[config.mk]
export PLATFORM = sky130hd
export DESIGN_NAME = ipt_ctrl
export DESIGN_NICKNAME = d
export VERILOG_FILES = /design/src/design/ipt_ctrl.v /design/src/design/ipt_pid.v
export VERILOG_INCLUDE_DIRS = /design/src /design/src/design
export SDC_FILE = /design/constraint.sdc
export NUM_CORES = 2
export LEC_CHECK = 0
export ABC_AREA = 1
export BUFFER_PORTS_ARGS = -buffer_cell sky130_fd_sc_hd__buf_2
export CORE_UTILIZATION = 60
export DETAILED_ROUTE_END_ITERATION = 10
export PLACE_DENSITY_LB_ADDON = 0.3
export SLEW_MARGIN = 40
export SYNTH_ARGS = -nofsm -noshare
export SYNTH_HDL_FRONTEND = slang
export SYNTH_HIERARCHICAL = 1
export SYNTH_SLANG_ARGS = --single-unit
[constraint.sdc]
create_clock -name clock -period 16.25 [get_ports clock]
set_input_delay 2.4375 -clock clock [delete_from_list [all_inputs] [get_ports clock]]
set_output_delay 2.4375 -clock clock [all_outputs]
set_load 0.03 [all_outputs]
[src/design/ipt_map.vh]
// Register map, limits and PID constants of the inductive power transmitter controller
// Contract
// - Frequency 110-205 kHz, phase 0-133 degrees, duty 10-50 percent.
// - Higher frequency, higher phase or lower duty means less power.
// - Frequency step finer than 0.01f-0.7 kHz or 0.015f-1.58 kHz by range.
// - Phase difference adjusts in steps of 0.18 degrees or finer.
// - Duty cycle adjusts in steps of 0.1 percent or finer.
// - Ping starts half-bridge at 175 kHz, 50 percent duty, 12 V rail.
// - PID loop drives frequency, duty or phase as the power demand needs.
// - Coil current amplitude measured with 7 mA resolution or finer.
// - At 205 kHz run half-bridge with duty control between 10 and 50 percent.
// - Between 172 and 205 kHz run half-bridge at 50 percent, frequency control.
// - At 172 kHz run full-bridge with phase control from 0 to 133 degrees.
// - Below 172 kHz run full-bridge, zero phase, frequency control.
// - Falling to 172 kHz switches to full-bridge at 133 degrees.
// - Rising past 133 degrees at 172 kHz switches to half-bridge.
// - Hitting the transition mid-loop abandons the loop until the next error packet.
// - Half-bridge frequency PID gains 10, 1, 1; limits 3000 and 20000.
// - Full-bridge frequency PID gains 5, 1, 1; limits 3000 and 20000.
// - Frequency scaling 1.5, 2, 3, 5 Hz by frequency band.
// - Phase PID gains 1, 1, 0; limits 3000, 20000; scaling 0.009 degrees.
// - Duty PID gains 10, 1, 0; limits 3000, 20000; scaling -0.01 percent.
// - Resonance-sensing-absent capability flag is always zero.
`ifndef IPT_MAP_VH
`define IPT_MAP_VH
`define IPT_OFF_CTRL 8'h00
`define IPT_OFF_CEP 8'h04
`define IPT_OFF_STATUS 8'h08
`define IPT_OFF_FREQ 8'h0c
`define IPT_OFF_PHASE 8'h10
`define IPT_OFF_DUTY 8'h14
`define IPT_OFF_CURRENT 8'h18
`define IPT_CTRL_PWR_BIT 0
`define IPT_CTRL_PING_BIT 1
`define IPT_ST_ABORT_BIT 4
// Frequency in 0.5 Hz units, phase in 0.009 degree units, duty in 0.01 percent units
`define IPT_FREQ_MIN 220000
`define IPT_FREQ_MAX 410000
`define IPT_FREQ_TRANS 344000
`define IPT_FREQ_PING 19'd350000
`define IPT_FREQ_BAND1 280000
`define IPT_FREQ_BAND2 320000
`define IPT_FREQ_BAND3 360000
`define IPT_SV_BAND0 3
`define IPT_SV_BAND1 4
`define IPT_SV_BAND2 6
`define IPT_SV_BAND3 10
`define IPT_SV_PHASE 1
`define IPT_SV_DUTY (-1)
`define IPT_PHASE_MAX 14777
`define IPT_DUTY_MIN 1000
`define IPT_DUTY_MAX 5000
`define IPT_DUTY_RST 13'd5000
`define IPT_RAIL_MV 14'd12000
`define IPT_KP_FREQ_HB 4'd10
`define IPT_KP_FREQ_FB 4'd5
`define IPT_KP_PHASE 4'd1
`define IPT_KP_DUTY 4'd10
`define IPT_I_LIM 3000
`define IPT_PID_LIM 20000
`define IPT_CV_FREQ_HB 2'd0
`define IPT_CV_DUTY 2'd1
`define IPT_CV_PHASE 2'd2
`define IPT_CV_FREQ_FB 2'd3
`define IPT_PID_ITERS 4'd8
`define IPT_CLK_MHZ 10
`define IPT_ITER_US 1000
`define IPT_ITER_CYC (`IPT_ITER_US * `IPT_CLK_MHZ)
`endif

[src/design/ipt_ctrl.v]
// Power control unit of the inductive power transmitter with APB registers
`timescale 1ns/1ps
`include "ipt_map.vh"
module ipt_ctrl #(
    parameter [15:0] ITER_CYC = `IPT_ITER_CYC // Cycles between PID iterations
) (
    input wire clock, // 10 MHz system clock
    input wire rst_n, // Synchronous reset, active low
    input wire psel, // APB select
    input wire penable, // APB enable
    input wire pwrite, // APB direction
    input wire [7:0] paddr, // APB byte address
    input wire [31:0] pwdata, // APB write data
    output reg [31:0] prdata, // APB read data
    output wire pready, // APB ready
    output wire pslverr, // APB error on unmapped address
    input wire [11:0] coil_current, // Coil current amplitude, 1 mA per LSB
    input wire period_end, // Inverter end-of-period pulse
    output reg power_on, // Inverter running
    output reg half_bridge, // Half-bridge drive when set
    output reg [18:0] inverter_operating_frequency, // In 0.5 Hz units
    output reg [14:0] phase_diff, // In 0.009 degree units
    output reg [12:0] duty, // In 0.01 percent units
    output reg [13:0] rail_mv, // Inverter input voltage setpoint
    output wire cap_not_res_sens // Capability flag reported to the receiver
);
    localparam [1:0] S_IDLE = 2'd0;
    localparam [1:0] S_WAIT = 2'd1;
    localparam [1:0] S_STEP = 2'd2;

    reg [11:0] cur_s1_r;
    reg [11:0] cur_s2_r;
    reg pe_s1_r;
    reg pe_s2_r;
    reg pe_s3_r;
    reg pwr_en_r;
    reg signed [15:0] target_r;
    reg [18:0] freq_r;
    reg [14:0] phase_r;
    reg [12:0] duty_r;
    reg hb_r;
    reg [1:0] cv_r;
    reg [1:0] st_r;
    reg [15:0] tick_r;
    reg [3:0] iter_r;
    reg abort_r;
    reg signed [31:0] freq_nxt;
    reg signed [31:0] phase_nxt;
    reg signed [31:0] duty_nxt;
    reg hb_nxt;
    reg [1:0] cv_nxt;
    reg trans_hit;
    reg signed [31:0] sv;
    reg signed [31:0] dv;
    reg signed [31:0] tgt;
    reg [3:0] kp;
    reg [31:0] rd_val;
    reg rd_hit;

    wire acc = psel && penable;
    wire wr_ctrl = acc && pwrite && (paddr == `IPT_OFF_CTRL);
    wire wr_cep = acc && pwrite && (paddr == `IPT_OFF_CEP);
    wire wr_stat = acc && pwrite && (paddr == `IPT_OFF_STATUS);
    wire ping = wr_ctrl && pwdata[`IPT_CTRL_PING_BIT];
    wire pe_evt = pe_s2_r && !pe_s3_r;
    wire step = (st_r == S_WAIT) && (tick_r == ITER_CYC - 16'd1);
    wire loop_start = wr_cep && pwr_en_r && !ping;
    wire signed [15:0] meas = $signed({4'h0, cur_s2_r});
    wire signed [15:0] err = target_r - meas;
    wire signed [23:0] u;

    assign pready = 1'b1;
    assign pslverr = acc && !rd_hit;
    assign cap_not_res_sens = 1'b0;

    // Pins pass two flops before use
    always @(posedge clock)
    begin
        if (!rst_n)
        begin
            cur_s1_r <= 12'h000;
            cur_s2_r <= 12'h000;
            pe_s1_r <= 1'b0;
            pe_s2_r <= 1'b0;
            pe_s3_r <= 1'b0;
        end
        else
        begin
            cur_s1_r <= coil_current;
            cur_s2_r <= cur_s1_r;
            pe_s1_r <= period_end;
            pe_s2_r <= pe_s1_r;
            pe_s3_r <= pe_s2_r;
        end
    end

    // Gains follow the variable under control
    always @*
    begin
        case (cv_r)
            `IPT_CV_FREQ_HB: kp = `IPT_KP_FREQ_HB;
            `IPT_CV_FREQ_FB: kp = `IPT_KP_FREQ_FB;
            `IPT_CV_PHASE: kp = `IPT_KP_PHASE;
            `IPT_CV_DUTY: kp = `IPT_KP_DUTY;
            default: kp = `IPT_KP_PHASE;
        endcase
    end

    ipt_pid u_pid (
        .clock(clock),
        .rst_n(rst_n),
        .clear(loop_start),
        .step(step),
        .err(err),
        .kp(kp),
        .kd_en(cv_r == `IPT_CV_FREQ_HB || cv_r == `IPT_CV_FREQ_FB),
        .u_r(u)
    );

    // Scaling band read from the present frequency at every iteration
    always @*
    begin
        case (cv_r)
            `IPT_CV_PHASE: sv = `IPT_SV_PHASE;
            `IPT_CV_DUTY: sv = `IPT_SV_DUTY;
            default:
            begin
                if (freq_r < `IPT_FREQ_BAND1)
                    sv = `IPT_SV_BAND0;
                else if (freq_r < `IPT_FREQ_BAND2)
                    sv = `IPT_SV_BAND1;
                else if (freq_r < `IPT_FREQ_BAND3)
                    sv = `IPT_SV_BAND2;
                else
                    sv = `IPT_SV_BAND3;
            end
        endcase
        dv = sv * u;
    end

    // New setpoint: v minus scaled output, so positive output raises power
    always @*
    begin
        freq_nxt = $signed({13'h0000, freq_r});
        phase_nxt = $signed({17'h00000, phase_r});
        duty_nxt = $signed({19'h00000, duty_r});
        hb_nxt = hb_r;
        cv_nxt = cv_r;
        trans_hit = 1'b0;
        case (cv_r)
            `IPT_CV_FREQ_HB:
            begin
                freq_nxt = freq_nxt - dv;
                if (freq_nxt <= `IPT_FREQ_TRANS)
                begin
                    freq_nxt = `IPT_FREQ_TRANS;
                    phase_nxt = `IPT_PHASE_MAX;
                    hb_nxt = 1'b0;
                    cv_nxt = `IPT_CV_PHASE;
                    trans_hit = 1'b1;
                end
                else if (freq_nxt >= `IPT_FREQ_MAX)
                begin
                    freq_nxt = `IPT_FREQ_MAX;
                    cv_nxt = `IPT_CV_DUTY;
                end
            end
            `IPT_CV_DUTY:
            begin
                duty_nxt = duty_nxt - dv;
                if (duty_nxt >= `IPT_DUTY_MAX)
                begin
                    duty_nxt = `IPT_DUTY_MAX;
                    cv_nxt = `IPT_CV_FREQ_HB;
                end
                else if (duty_nxt < `IPT_DUTY_MIN)
                    duty_nxt = `IPT_DUTY_MIN;
            end
            `IPT_CV_PHASE:
            begin
                phase_nxt = phase_nxt - dv;
                if (phase_nxt > `IPT_PHASE_MAX)
                begin
                    phase_nxt = 0;
                    duty_nxt = `IPT_DUTY_MAX;
                    hb_nxt = 1'b1;
                    cv_nxt = `IPT_CV_FREQ_HB;
                    trans_hit = 1'b1;
                end
                else if (phase_nxt <= 0)
                begin
                    phase_nxt = 0;
                    cv_nxt = `IPT_CV_FREQ_FB;
                end
            end
            default:
            begin
                freq_nxt = freq_nxt - dv;
                if (freq_nxt >= `IPT_FREQ_TRANS)
                begin
                    freq_nxt = `IPT_FREQ_TRANS;
                    cv_nxt = `IPT_CV_PHASE;
                end
                else if (freq_nxt < `IPT_FREQ_MIN)
                    freq_nxt = `IPT_FREQ_MIN;
            end
        endcase
    end

    // Target current from the signed control error in 1/128 steps
    always @*
    begin
        tgt = meas;
        tgt = tgt + ((tgt * $signed(pwdata[7:0])) >>> 7);
    end

    // Loop sequencer and working setpoints
    always @(posedge clock)
    begin
        if (!rst_n)
        begin
            pwr_en_r <= 1'b0;
            target_r <= 16'h0000;
            freq_r <= `IPT_FREQ_PING;
            phase_r <= 15'h0000;
            duty_r <= `IPT_DUTY_RST;
            hb_r <= 1'b1;
            cv_r <= `IPT_CV_FREQ_HB;
            st_r <= S_IDLE;
            tick_r <= 16'h0000;
            iter_r <= 4'h0;
            abort_r <= 1'b0;
        end
        else
        begin
            if (wr_ctrl)
                pwr_en_r <= pwdata[`IPT_CTRL_PWR_BIT] || ping;
            if (wr_stat && pwdata[`IPT_ST_ABORT_BIT])
                abort_r <= 1'b0;
            if (ping || (wr_ctrl && !pwdata[`IPT_CTRL_PWR_BIT]))
            begin
                freq_r <= `IPT_FREQ_PING;
                duty_r <= `IPT_DUTY_RST;
                phase_r <= 15'h0000;
                hb_r <= 1'b1;
                cv_r <= `IPT_CV_FREQ_HB;
                st_r <= S_IDLE;
            end
            else if (loop_start)
            begin
                target_r <= tgt[15:0];
                iter_r <= `IPT_PID_ITERS;
                tick_r <= 16'h0000;
                st_r <= S_WAIT;
            end
            else
            begin
                case (st_r)
                    S_WAIT:
                    begin
                        tick_r <= tick_r + 16'd1;
                        if (step)
                        begin
                            tick_r <= 16'h0000;
                            st_r <= S_STEP;
                        end
                    end
                    S_STEP:
                    begin
                        freq_r <= freq_nxt[18:0];
                        phase_r <= phase_nxt[14:0];
                        duty_r <= duty_nxt[12:0];
                        hb_r <= hb_nxt;
                        cv_r <= cv_nxt;
                        iter_r <= iter_r - 4'd1;
                        // Stop here and wait for a fresh error packet
                        if (trans_hit || iter_r == 4'd1)
                            st_r <= S_IDLE;
                        else
                            st_r <= S_WAIT;
                    end
                    default: st_r <= S_IDLE;
                endcase
            end
            // Set beats a same-cycle clear
            if (st_r == S_STEP && trans_hit && !ping)
                abort_r <= 1'b1;
        end
    end

    // Drive outputs move only at a period boundary while running and follow every cycle while off, so no pulse is cut or overlapped
    always @(posedge clock)
    begin
        if (!rst_n)
        begin
            power_on <= 1'b0;
            half_bridge <= 1'b1;
            inverter_operating_frequency <= `IPT_FREQ_PING;
            phase_diff <= 15'h0000;
            duty <= `IPT_DUTY_RST;
            rail_mv <= 14'h0000;
        end
        else if (pe_evt || !power_on)
        begin
            power_on <= pwr_en_r;
            half_bridge <= hb_r;
            inverter_operating_frequency <= freq_r;
            phase_diff <= phase_r;
            duty <= duty_r;
            rail_mv <= pwr_en_r ? `IPT_RAIL_MV : 14'h0000;
        end
    end

    // Register read decode
    always @*
    begin
        rd_hit = 1'b1;
        rd_val = 32'h00000000;
        case (paddr)
            `IPT_OFF_CTRL: rd_val = {31'h00000000, pwr_en_r};
            `IPT_OFF_CEP: rd_val = {16'h0000, target_r};
            `IPT_OFF_STATUS: rd_val = {26'h0000000, cap_not_res_sens, abort_r,
                                       st_r != S_IDLE, half_bridge, cv_r};
            `IPT_OFF_FREQ: rd_val = {13'h0000, inverter_operating_frequency};
            `IPT_OFF_PHASE: rd_val = {17'h00000, phase_diff};
            `IPT_OFF_DUTY: rd_val = {19'h00000, duty};
            `IPT_OFF_CURRENT: rd_val = {20'h00000, cur_s2_r};
            default: rd_hit = 1'b0;
        endcase
    end

    // Read data latched in the setup cycle, valid through the access cycle
    always @(posedge clock)
    begin
        if (!rst_n)
            prdata <= 32'h00000000;
        else if (psel && !penable)
            prdata <= (!pwrite && rd_hit) ? rd_val : 32'h00000000;
    end
endmodule // ipt_ctrl

[src/design/ipt_pid.v]
// One PID iteration with clamped integral and clamped output
`timescale 1ns/1ps
`include "ipt_map.vh"
module ipt_pid (
    input wire clock, // System clock
    input wire rst_n, // Synchronous reset, active low
    input wire clear, // Restart integral and derivative history
    input wire step, // Run one iteration
    input wire signed [15:0] err, // Current error in mA
    input wire [3:0] kp, // Proportional gain
    input wire kd_en, // Derivative gain one when set
    output reg signed [23:0] u_r // PID output, valid the cycle after step
);
    reg signed [15:0] integ_r;
    reg signed [15:0] eprev_r;
    reg signed [31:0] isum;
    reg signed [31:0] tot;

    // Ki is one per mA per iteration, so the integral simply accumulates the error
    always @*
    begin
        isum = integ_r + err;
        if (isum > `IPT_I_LIM)
            isum = `IPT_I_LIM;
        else if (isum < -`IPT_I_LIM)
            isum = -`IPT_I_LIM;
        tot = $signed({1'b0, kp}) * err + isum;
        if (kd_en)
            tot = tot + err - eprev_r;
        if (tot > `IPT_PID_LIM)
            tot = `IPT_PID_LIM;
        else if (tot < -`IPT_PID_LIM)
            tot = -`IPT_PID_LIM;
    end

    always @(posedge clock)
    begin
        if (!rst_n || clear)
        begin
            integ_r <= 16'h0000;
            eprev_r <= 16'h0000;
            u_r <= 24'h000000;
        end
        else if (step)
        begin
            integ_r <= isum[15:0];
            eprev_r <= err;
            u_r <= tot[23:0];
        end
    end
endmodule // ipt_pid

==> impl_metrics.json <==
{
  "outcome": "finished clean",
  "antenna_left": 0,
  "layout_common_cells": "1392 x nand2_1, 1177 x inv_1, 369 x nor2_1, 350 x fa_1, 326 x a21oi_1",
  "rows": 89,
  "fp.dieW_microns": 246,
  "dp_slack_ns": 4.88,
  "core_area_sq_mm": 0.0589,
  "syn-cell-area_sq_mm": 0.0357,
  "io_pins": 156,
  "clock_path_buffers": 3,
  "antenna_found_initial": 1,
  "final_common_cell": "nand2_1",
  "synth_edf_count": 0,
  "cp_max_fo": 19,
  "tns_ns": 0,
  "path_common_cell": "nand2_1",
  "synth.avg_cell_area_sq_um": 6.70,
  "internal-power_w": 0.00255,
  "drv_slew": 0,
  "leakage_nw": 21.7,
  "start_util": 0.606,
  "crit_required_ns": 16.69,
  "criticalPathCategory": "reg -> reg",
  "dr.first_iter.drc_count": 2544,
  "cp_slowest_cell": "dfxtp_1",
  "synthCells": 5329,
  "yosys_warnings": 6,
  "fin_nets": 6110,
  "period_minus_slack_ns": 11.86,
  "max_slew_margin": 0.425,
  "power_switching_w": 0.00339,
  "vdd_ir_drop_max_v": 0.000313,
  "drt_pass1_iterations": 6,
  "totalWireLength_mm": 98.3,
  "fin_skew_ns": 0.0113,
  "rsz0062_at_grt": "false",
  "sw_frac_of_total": 0.570,
  "wl_per_cell_microns": 15.9,
  "clkTransAtPathRegs_ns": 0.06,
  "synth_seq_cells": 240,
  "area_growth_pct": 6.25,
  "slowest_delay_ns": 0.56,
  "ctsResizeCount": 0,
  "setup_ws_ns": 4.39,
  "die_area_sq_mm": 0.0605,
  "combPwrFrac": 0.781,
  "num_vias": 33300,
  "synth_cell_types": 71,
  "post_cts_buffers": 0,
  "numCtsBuffers": 29,
  "async_flop_share": 0,
  "globalplace.congestion": 1.01,
  "clkLatencyLatePin_ns": 0.59,
  "cts_hold_buf": 0,
  "crit_path_start_kind": "flip-flop",
  "drc": 0,
  "cts_tree": "yes",
  "final-setup-viol-count": 0,
  "via_per_inst": 5.39,
  "pwr-share-clk": 0.118,
  "drive_above_1_share": 0.0693,
  "grt_first_pass_wirelength_mm": 163,
  "worst_slew_pin_slew_ns": 0.857,
  "finalHoldViolCount": 0,
  "root_buffer": "clkbuf_16",
  "clock_sinks": 240,
  "power_density_mw_per_mm2": 157,
  "cap_violations": 0,
  "synthFlopType": "dfxtp_1",
  "max_freq_mhz": 84.3,
  "dp_hpwl_mm": 80.6,
  "overflow": 0,
  "hp-class": "reg -> reg",
  "critical_path_arrival_ns": 12.30,
  "grt_max_degree": 78,
  "htree_levels": 1,
  "io_buffers": 109,
  "die_y_microns": 246,
  "critPathCaptureType": "flip-flop",
  "yosysSeqAreaShare": 0.135,
  "period_share": 0.730,
  "grtUsageTotal": 0.332,
  "grt_pass1_vias": 32637,
  "p_seq_frac": 0.100
}
worst max-delay path: cells and delay by family (launching register included):
kind | cells | cell delay [ns]
AND/OR/NAND/NOR | 34 | 4.58
adder cells (fa/ha/maj) | 8 | 3.66
AO/OA/AOI/OAI | 9 | 1.62
XOR/XNOR | 2 | 0.69
buffers and inverters | 7 | 0.60
flip-flops | 1 | 0.56
Yosys cell counts, drive strengths merged (3+ instances only):
master,instances,area (sq um)
ha,323,4040
and2,13,83.8
o211ai,14,110
inv,1200,4510
o31ai,6,45.0
nand4,75,512
a21boi,4,33.8
o21bai,12,90.1
xnor2,58,516
a221oi,12,105
xor2,70,613
or2,10,62.6
nand3b,17,128
nor3,39,210
a21oi,333,1700
buf,44,319
a31oi,7,43.8
o221ai,3,26.3
a21o,14,105
dfxtp,240,4800
clkbuf,85,319
o22ai,12,75.1
o21a,6,45.0
a211oi,4,30.0
o21ai,196,1000
fa,351,7030
nor4,7,43.8
nand2,1450,5620
a311oi,3,26.3
nand3,273,1480
nor2,418,1790
clkinv,12,46.3
power groups by stage:
stage / clock network (W) / logic, W / registers (W)
2_1_floorplan: 0 / 0.00361 / 0.000606
3_3_place_gp: 0 / 0.00450 / 0.000609
3_5_place_dp: 0 / 0.00456 / 0.000609
4_1_cts: 0.000709 / 0.00459 / 0.000596
5_1_grt: 0.000734 / 0.00531 / 0.000596
6_report: 0.000703 / 0.00464 / 0.000596
state kept, by name, indices dropped and copies added (netlist names), 2 cells and up:
signal                        count
duty_r                           13
duty                             13
st_r                              2
phase_diff                       15
target_r                         15
tick_r                           16
prdata                           19
cv_r                              2
phase_r                          15
u_pid/integ_r                    16
inverter_operating_frequency     19
iter_r                            4
freq_r                           19
cur_s2_r                         12
cur_s1_r                         12
u_pid/eprev_r                    16
u_pid/u_r                        24
area by class of cell:
class | instances | area, sq um
multi-input cells | 3768 | 25900
fillers | 5331 | 21000
flip-flops and latches | 240 | 4800
inverters | 1212 | 4550
well taps | 773 | 967
clock buffers | 42 | 835
repair buffers | 127 | 681
clock inverters | 11 | 183
diodes | 1 | 2.50
worst paths after layout:
| path | slack [ns] | cells after the start | from | to |
|---|---|---|---|---|
| worst max-delay path | 4.39 | 60 | cur_s2_r[2]$_SDFF_PN0_ | u_pid/u_r[14]$_SDFFE_PP0P_ |
| worst min-delay path | 0.41 | 2 | cur_s1_r[4]$_SDFF_PN0_ | cur_s2_r[4]$_SDFF_PN0_ |
| worst min register to register | 0.41 | 2 | cur_s1_r[4]$_SDFF_PN0_ | cur_s2_r[4]$_SDFF_PN0_ |
| worst max register to register | 4.39 | 60 | cur_s2_r[2]$_SDFF_PN0_ | u_pid/u_r[14]$_SDFFE_PP0P_ |
routing by layer:
metal | track usage | wire length, microns | up-vias
met5 | 0 | 0 | -
met4 | 0.114 | 3600 | 0
met3 | 0.0427 | 6700 | 218
met2 | 0.561 | 45700 | 1126
met1 | 0.437 | 42300 | 15561
li1 | - | - | 16395
through the flow:
| stage | total power, W | hold slack (ns) | util | instance area, sq um | cells |
|---|---|---|---|---|---|
| floorplan | 0.00422 | 0.390 | - | 35800 | 5349 |
| global placement | 0.00511 | 0.393 | 0.625 | 36800 | 6120 |
| detailed placement | 0.00517 | 0.396 | 0.626 | 36900 | 6120 |
| CTS | 0.00589 | 0.415 | 0.643 | 37900 | 6173 |
| global route | 0.00664 | 0.432 | 0.644 | 37900 | 6173 |
| finish | 0.00594 | 0.414 | 0.644 | 37900 | 6174 |
cell families after synthesis:
kind of cell | count (synthesis) | share of synthesized area
AND/OR/NAND/NOR | 2308 | 0.279
buffers and inverters | 1341 | 0.145
adder cells (fa/ha/maj) | 674 | 0.310
AO/OA/AOI/OAI | 635 | 0.0985
flip-flops | 240 | 0.135
XOR/XNOR | 128 | 0.0316
other | 2 | 0.000210
multiplexers | 1 | 0.000280
No activity file was read; power rests on OpenSTA's default activity.
